File: config.mk
export PLATFORM = sky130hd
export DESIGN_NAME = ebsc_bus_ctrl
export DESIGN_NICKNAME = d
export VERILOG_FILES = /design/src/ebsc_pkg.sv /design/src/ebsc_bus_ctrl.sv /design/src/ebsc_sync2.sv
export SDC_FILE = /design/constraint.sdc
export NUM_CORES = 1
export LEC_CHECK = 0
export ABC_CLOCK_PERIOD_IN_PS = 1800
export BUFFER_PORTS_ARGS = -buffer_cell sky130_fd_sc_hd__buf_2
export CORE_UTILIZATION = 48
export CTS_CLUSTER_SIZE = 28
export DETAILED_ROUTE_END_ITERATION = 10
export PLACE_DENSITY_LB_ADDON = 0.05
export SLEW_MARGIN = 0
export SYNTH_ARGS = -nofsm -noshare
export SYNTH_HDL_FRONTEND = slang
export SYNTH_SLANG_ARGS = --single-unit
File: constraint.sdc
create_clock -name clk_in -period 1.8 [get_ports clk_in]
set_clock_uncertainty 0.15 [all_clocks]
set_input_delay 0.36 -clock clk_in [delete_from_list [all_inputs] [get_ports clk_in]]
set_output_delay 0.36 -clock clk_in [all_outputs]
set_load 0.05 [all_outputs]
File: src/ebsc_pkg.sv
// Package for the external bus strobe controller.
// Assumes a single core clock; data bus resolved by the testbench from its enable.
package ebsc_pkg;
    // ------------------------------------------------------------
    // Widths
    // ------------------------------------------------------------
    localparam int ADDR_W        = 16;
    localparam int DATA_W        = 16;
    localparam int MODE_W        = 16;
    // ------------------------------------------------------------
    // Mode register fields
    // ------------------------------------------------------------
    localparam int RD_FUNC_BIT   = 15;
    // Clocks from taking a request until a synchronised ready is current
    localparam logic [1:0] RDY_LAT = 2'h3;
    localparam logic [MODE_W-1:0] MODE_RESET = 16'h0000;
    localparam logic [ADDR_W-1:0] ADDR_RESET = 16'h0000;
    localparam logic [DATA_W-1:0] DATA_RESET = 16'h0000;

    typedef enum logic [1:0] {
        EBSC_SPACE_PROG,
        EBSC_SPACE_DATA,
        EBSC_SPACE_IO
    } ebsc_space_t;

    // Core request carrier
    typedef struct packed {
        ebsc_space_t         space;
        logic                write;
        logic [ADDR_W-1:0]   addr;
        logic [DATA_W-1:0]   wdata;
    } ebsc_req_t;

    // Pin-side strobe group
    typedef struct packed {
        logic prog_space_sel_n;
        logic data_space_sel_n;
        logic io_space_sel_n;
        logic rd_wr_n;
        logic read_sel_n;
        logic bus_cycle_strobe_n;
    } ebsc_ctl_t;
endpackage : ebsc_pkg

File: src/ebsc_bus_ctrl.sv
// External bus address, select and strobe sequencer.
// Assumes the core issues one request at a time and waits for done.
//
// Operation
// - Drive 16-bit address bus, all bits at once, for every external access.
// - Float all address lines while output-disable input is low.
// - Program select high, low only during off-chip program accesses.
// - Data select high, low only during its off-chip access cycle.
// - I/O select high, low only during external I/O port accesses.
// - Float selects, direction and read strobe while output-disable is low.
// - Ready sampled low extends cycle by one clock, then resampled.
// - Direction line high (read) by default, low only during writes.
// - Read strobe asserted on every external read of any space.
// - Mode register bit 15 chooses read strobe or inverted direction.
// - Bus-cycle strobe high except low marking an external cycle.
// - Data bus floats unless outputting write data (direction low).
`timescale 1ns/10ps
module ebsc_bus_ctrl
    import ebsc_pkg::*;
(
    // ------------------------------------------------------------
    // Clock and reset
    // ------------------------------------------------------------
    input  wire logic                      clk_in,
    input  wire logic                      rst_in,
    // ------------------------------------------------------------
    // Core request side
    // ------------------------------------------------------------
    input  wire logic                      req_valid_in,
    input  wire ebsc_pkg::ebsc_req_t       req_in,
    output logic                           req_ready_out,
    output logic                           done_out,
    output logic [ebsc_pkg::DATA_W-1:0]    rdata_out,
    // ------------------------------------------------------------
    // Mode register write port
    // ------------------------------------------------------------
    input  wire logic                      mode_we_in,
    input  wire logic [ebsc_pkg::MODE_W-1:0] mode_wdata_in,
    output logic [ebsc_pkg::MODE_W-1:0]    processor_mode_reg_out,
    // ------------------------------------------------------------
    // Pins
    // ------------------------------------------------------------
    input  wire logic                      out_disable_n_in,
    input  wire logic                      ready_in,
    output logic [ebsc_pkg::ADDR_W-1:0]    ext_addr_bus_out,
    output logic                           ext_addr_bus_oe_out,
    input  wire logic [ebsc_pkg::DATA_W-1:0] ext_data_bus_in,
    output logic [ebsc_pkg::DATA_W-1:0]    ext_data_bus_out,
    output logic                           ext_data_bus_oe_out,
    output ebsc_pkg::ebsc_ctl_t            ctl_out,
    output logic                           ctl_oe_out
);
    import ebsc_pkg::*;

    typedef enum logic [1:0] {
        EBSC_IDLE,
        EBSC_ACCESS
    } ebsc_state_t;

    ebsc_state_t          state;
    ebsc_req_t            cur;
    logic [MODE_W-1:0]    processor_mode_reg;
    logic                 read_pin_function_sel;
    logic                 ready_sync;
    logic                 off_sync_n;
    logic                 finish;
    logic [1:0]           lat;

    // ------------------------------------------------------------
    // Pin synchronisers
    // ------------------------------------------------------------
    ebsc_sync2 #(.RESET_VAL(1'b1)) u_sync_ready (
        .clk_in (clk_in),
        .rst_in (rst_in),
        .d_in   (ready_in),
        .q_out  (ready_sync)
    );

    ebsc_sync2 #(.RESET_VAL(1'b1)) u_sync_off (
        .clk_in (clk_in),
        .rst_in (rst_in),
        .d_in   (out_disable_n_in),
        .q_out  (off_sync_n)
    );

    // ------------------------------------------------------------
    // Mode register
    // ------------------------------------------------------------
    always_ff @(posedge clk_in) begin
        if (rst_in) begin
            processor_mode_reg <= MODE_RESET;
        end else if (mode_we_in) begin
            processor_mode_reg <= mode_wdata_in;
        end
    end

    assign read_pin_function_sel  = processor_mode_reg[RD_FUNC_BIT];
    assign processor_mode_reg_out = processor_mode_reg;

    // ------------------------------------------------------------
    // Cycle sequencer
    // ------------------------------------------------------------
    // Ready only counts once the strobe has reached the pin and come back
    // through the synchroniser; an earlier sample is stale
    always_ff @(posedge clk_in) begin
        if (rst_in) begin
            lat <= 2'h0;
        end else if (state != EBSC_ACCESS) begin
            lat <= 2'h0;
        end else if (lat != RDY_LAT) begin
            lat <= lat + 2'h1;
        end
    end

    assign finish        = (state == EBSC_ACCESS) && (lat == RDY_LAT) && ready_sync;
    assign req_ready_out = (state == EBSC_IDLE);

    always_ff @(posedge clk_in) begin
        if (rst_in) begin
            state <= EBSC_IDLE;
        end else begin
            unique case (state)
                EBSC_IDLE: begin
                    if (req_valid_in) begin
                        state <= EBSC_ACCESS;
                    end
                end
                EBSC_ACCESS: begin
                    // Stay one more clock per low ready sample
                    if (finish) begin
                        state <= EBSC_IDLE;
                    end
                end
                default: begin
                    state <= EBSC_IDLE;
                end
            endcase
        end
    end

    always_ff @(posedge clk_in) begin
        if (rst_in) begin
            cur <= '{space: EBSC_SPACE_PROG, write: 1'b0,
                     addr: ADDR_RESET, wdata: DATA_RESET};
        end else if (req_ready_out && req_valid_in) begin
            cur <= req_in;
        end
    end

    always_ff @(posedge clk_in) begin
        if (rst_in) begin
            done_out  <= 1'b0;
            rdata_out <= DATA_RESET;
        end else begin
            done_out <= finish;
            if (finish && !cur.write) begin
                rdata_out <= ext_data_bus_in;
            end
        end
    end

    // ------------------------------------------------------------
    // Pin outputs, all from flops
    // ------------------------------------------------------------
    ebsc_ctl_t next_ctl;
    logic      active;

    assign active = (state == EBSC_ACCESS);

    always_comb begin
        next_ctl = '{default: 1'b1};
        if (active) begin
            // One-hot select by space
            unique case (cur.space)
                EBSC_SPACE_PROG: next_ctl.prog_space_sel_n = 1'b0;
                EBSC_SPACE_DATA: next_ctl.data_space_sel_n = 1'b0;
                EBSC_SPACE_IO:   next_ctl.io_space_sel_n   = 1'b0;
                default:         next_ctl.prog_space_sel_n = 1'b1;
            endcase
            next_ctl.bus_cycle_strobe_n = 1'b0;
            next_ctl.rd_wr_n            = !cur.write;
        end
        // Inverted direction mode follows direction, not cycle activity
        if (read_pin_function_sel) begin
            next_ctl.read_sel_n = !next_ctl.rd_wr_n;
        end else begin
            next_ctl.read_sel_n = !(active && !cur.write);
        end
    end

    // Registered outputs lag the state by one clock; the strobes are
    // computed from the state so they stay aligned with each other.
    always_ff @(posedge clk_in) begin
        if (rst_in) begin
            ctl_out          <= '{default: 1'b1};
            ext_addr_bus_out <= ADDR_RESET;
        end else begin
            ctl_out          <= next_ctl;
            ext_addr_bus_out <= cur.addr;
        end
    end

    always_ff @(posedge clk_in) begin
        if (rst_in) begin
            ext_data_bus_out <= DATA_RESET;
        end else begin
            ext_data_bus_out <= cur.wdata;
        end
    end

    // ------------------------------------------------------------
    // Output enables
    // ------------------------------------------------------------
    assign ext_addr_bus_oe_out = off_sync_n;
    assign ctl_oe_out          = off_sync_n;
    // Data drives only while the direction pin shows write
    assign ext_data_bus_oe_out = off_sync_n && !ctl_out.rd_wr_n;
endmodule : ebsc_bus_ctrl

File: src/ebsc_sync2.sv
// Two-flop synchroniser for one pin input.
// Assumes the input is asynchronous to clk_in.
`timescale 1ns/10ps
module ebsc_sync2 #(
    parameter logic RESET_VAL = 1'b1
) (
    // Clock and reset
    input  wire logic clk_in,
    input  wire logic rst_in,
    // Data
    input  wire logic d_in,
    output logic      q_out
);
    logic meta;

    // First stage read only by the second
    always_ff @(posedge clk_in) begin
        if (rst_in) begin
            meta  <= RESET_VAL;
            q_out <= RESET_VAL;
        end else begin
            meta  <= d_in;
            q_out <= meta;
        end
    end
endmodule : ebsc_sync2

==> results.tsv <==
metric	value	unit
status	finished clean	
Slew headroom	67.7	%
internal power	5210	µW
GRT Total Usage	21.9	%
main combinational cell family by area after synthesis	simple AND/OR/NAND/NOR gates	
Wirelength per Cell	11.9	µm
sw frac	22.7	%
# Max-Cap Violations	0	
leakage dissipation	0.00266	µW
Yosys cell types	24	
DIE HEIGHT	90.1	µm
Final min period	1.72	ns
DRT Pass-1 Iters	4	
DRC viols	0	
I/O pin count	148	
Core Area	7370	µm²
setup_tns	0	ns
gpl congestion	0.716	
Slew @ Worst Pin	0.485	ns
fin util	78.6	%
Root Driver	clkbuf_8	
CP max FO	9	
IO buf count	147	
clock share of power	50.2	%
Post-Synth XOR/XNOR Area	0.235	%
CP peak stage delay	0.36	ns
Num Clock Sinks	113	
CTS H-Tree Depth	4	
fin. max-slew vios	0	
Chip Width	90.1	µm
critical setup path kind	reg2out	
Final Hold Fails	0	
commonest non-fill, non-tap cells in the layout	buf_2, dfxtp_1, nand2_1	
CTS Buf Count	17	
first-pass GRT wire length	14.0	mm
layout cells sized above 1	33.4	%
First DRT Iteration DRCs	103	
Data arrival, critical path	1.21	ns
DR vias/cell	4.51	
warnings from Yosys	0	
largest net degree at the start of global routing	73	
fin nets	676	
hpwl dp	5.00	mm
synthesized area	3720	µm²
Max Fclk	583	MHz
post-synthesis mux area share	4.57	%
number of global-route vias before repair	3075	
Yosys reg bits	113	
area share of fa/ha/maj cells after synthesis	0.336	%
postcts setup bufs	0	
Routed Antenna Nets	0	
vias	3217	
gr ovfl total	0	
num rows	31	
Post-Syn Nets	460	
Cell Count, Final, Fillers Out	713	
Logic pwr share	10.3	%
Worst-path clk slew	0.05	ns
worst hold path depth	2	
Synth-to-Final Area Change	55.6	%
Simple-Gate Fraction of Synth Area	21.1	%
pwr/cell area	1160	nW/µm²
NetSw	1530	µW
crit path cell chain	inv_1, buf_2	
RSZ-0062 raised after global routing	no	
initial antenna violation count	0	
CTS tree	built	
final setup violation count	0	
post-synthesis sequential area ratio	60.8	%
hold crit path type	in2reg	
most common cell after layout, fill and taps aside	buf_2	
slowest stage cell, crit path	dfxtp_2	
Seq pwr share	39.5	%
Worst setup EP type	output pin	
Max IR drop VDD	0.826	mV
Worst Path Required	1.29	ns
Routed Wire Length	8.48	mm
Critical Path Start Type	register	
Synth Area per Inst	9.65	µm²
ANT cells	0	
Starting Density	50.5	%
Worst-Skew Late Latency	0.50	ns
die footprint	8110	µm²
cell count after synthesis	386	
R2R depth	4	
dpl cells	613	
Compound-Gate Fraction of Synth Area	8.13	%
period utilization	95.3	%
clock buffer depth	2	
-- logic make-up (layout without fill, tap and decap cells) --
kind of cell	Yosys count	count (layout)
XOR/XNOR	1	1
AO/OA/AOI/OAI	53	53
flip-flops	113	113
multiplexers	17	17
buffers and inverters	29	257
AND/OR/NAND/NOR	172	172
adder cells (fa/ha/maj)	1	1
-- per-stage QoR --
stage / power (µW) / hold WS, ns / worst slack, ns / area (µm²)
floorplan: 3110 / 0.226 / 0.101 / 3730
global placement: 3280 / 0.242 / 0.259 / 4490
detailed placement: 3290 / 0.245 / 0.171 / 4490
CTS: 6780 / 0.118 / 0.0447 / 5790
global route: 6960 / 0.154 / 0.0246 / 5790
finish: 6730 / 0.137 / 0.0845 / 5790
-- state kept, by name, summed over array words and instances (netlist names) --
register	flops
ctl_out	6
cur	35
done_out	1
ext_addr_bus_out	16
ext_data_bus_out	16
lat	2
processor_mode_reg_out	16
rdata_out	16
state	1
u_sync_off.meta	1
u_sync_off.q_out	1
u_sync_ready.meta	1
u_sync_ready.q_out	1
-- final timing paths --
path | startpoint | to | slack (ns)
setup reg to reg | lat[0] | rdata_out[2] | 0.18
setup / recovery | state[0] | req_ready_out | 0.08
hold / removal | rst_in | ctl_out[0] | 0.14
hold reg to reg | cur[33] | ctl_out[4] | 0.26
-- cell type report --
class	count	area, µm²
Inverter	1	3.75
Clock buffer	21	449
Timing Repair Buffer	225	1510
Tap cell	99	124
Clock inverter	10	159
Multi-Input combinational cell	244	1280
Sequential cell	113	2260
Fill cell	522	1580
-- synthesized netlist by cell type --
master	count	area share, %
nor2_1	21	2.1
buf_2	7	0.94
buf_4	11	2.2
or2_2	4	0.67
and4b_1	1	0.27
buf_12	1	0.54
buf_6	1	0.30
dfxtp_1	113	61
nand4b_2	1	0.40
xor2_1	1	0.24
a21oi_2	10	2.4
nand3b_1	1	0.20
nor2b_1	34	5.7
inv_1	1	0.10
clkbuf_1	8	0.81
ha_1	1	0.34
nand2_1	102	10
mux2i_1	17	4.6
nand2_2	2	0.34
a21oi_1	42	5.6
nand2b_1	4	0.67
o21ai_0	1	0.13
or3_1	1	0.17
or3b_1	1	0.24
-- worst max-delay path: cells and delay by family (launching register included) --
| kind | cells | cell delay, ns |
|---|---|---|
| buf+inv | 2 | 0.35 |
| flops | 1 | 0.36 |
-- layer usage --
metal	part of all wire (%)	up-vias	wire (µm)	GRT usage (%)
met4	2.0	0	173	11.0
met2	50	104	4250	37.2
li1	-	1653	-	-
met3	4.7	14	402	6.01
met1	43	1446	3660	25.1
met5	0	-	0	0
-- power by group through the flow --
stage               clock [µW]  sequential, µW  combinational [µW]
finish                    3380            2660                 695
floorplan                    0            2890                 226
global route              3540            2670                 749
detailed placement           0            2710                 577
CTS                       3420            2660                 695
global placement             0            2710                 571
-- what timing repair did --
action,CTS,global route
gates resized for setup,1,1
hold endpoints to repair,69,0
hold buffers,69,0
setup endpoints to repair,1,1
Note: power is estimated with default switching activity, not from simulation.
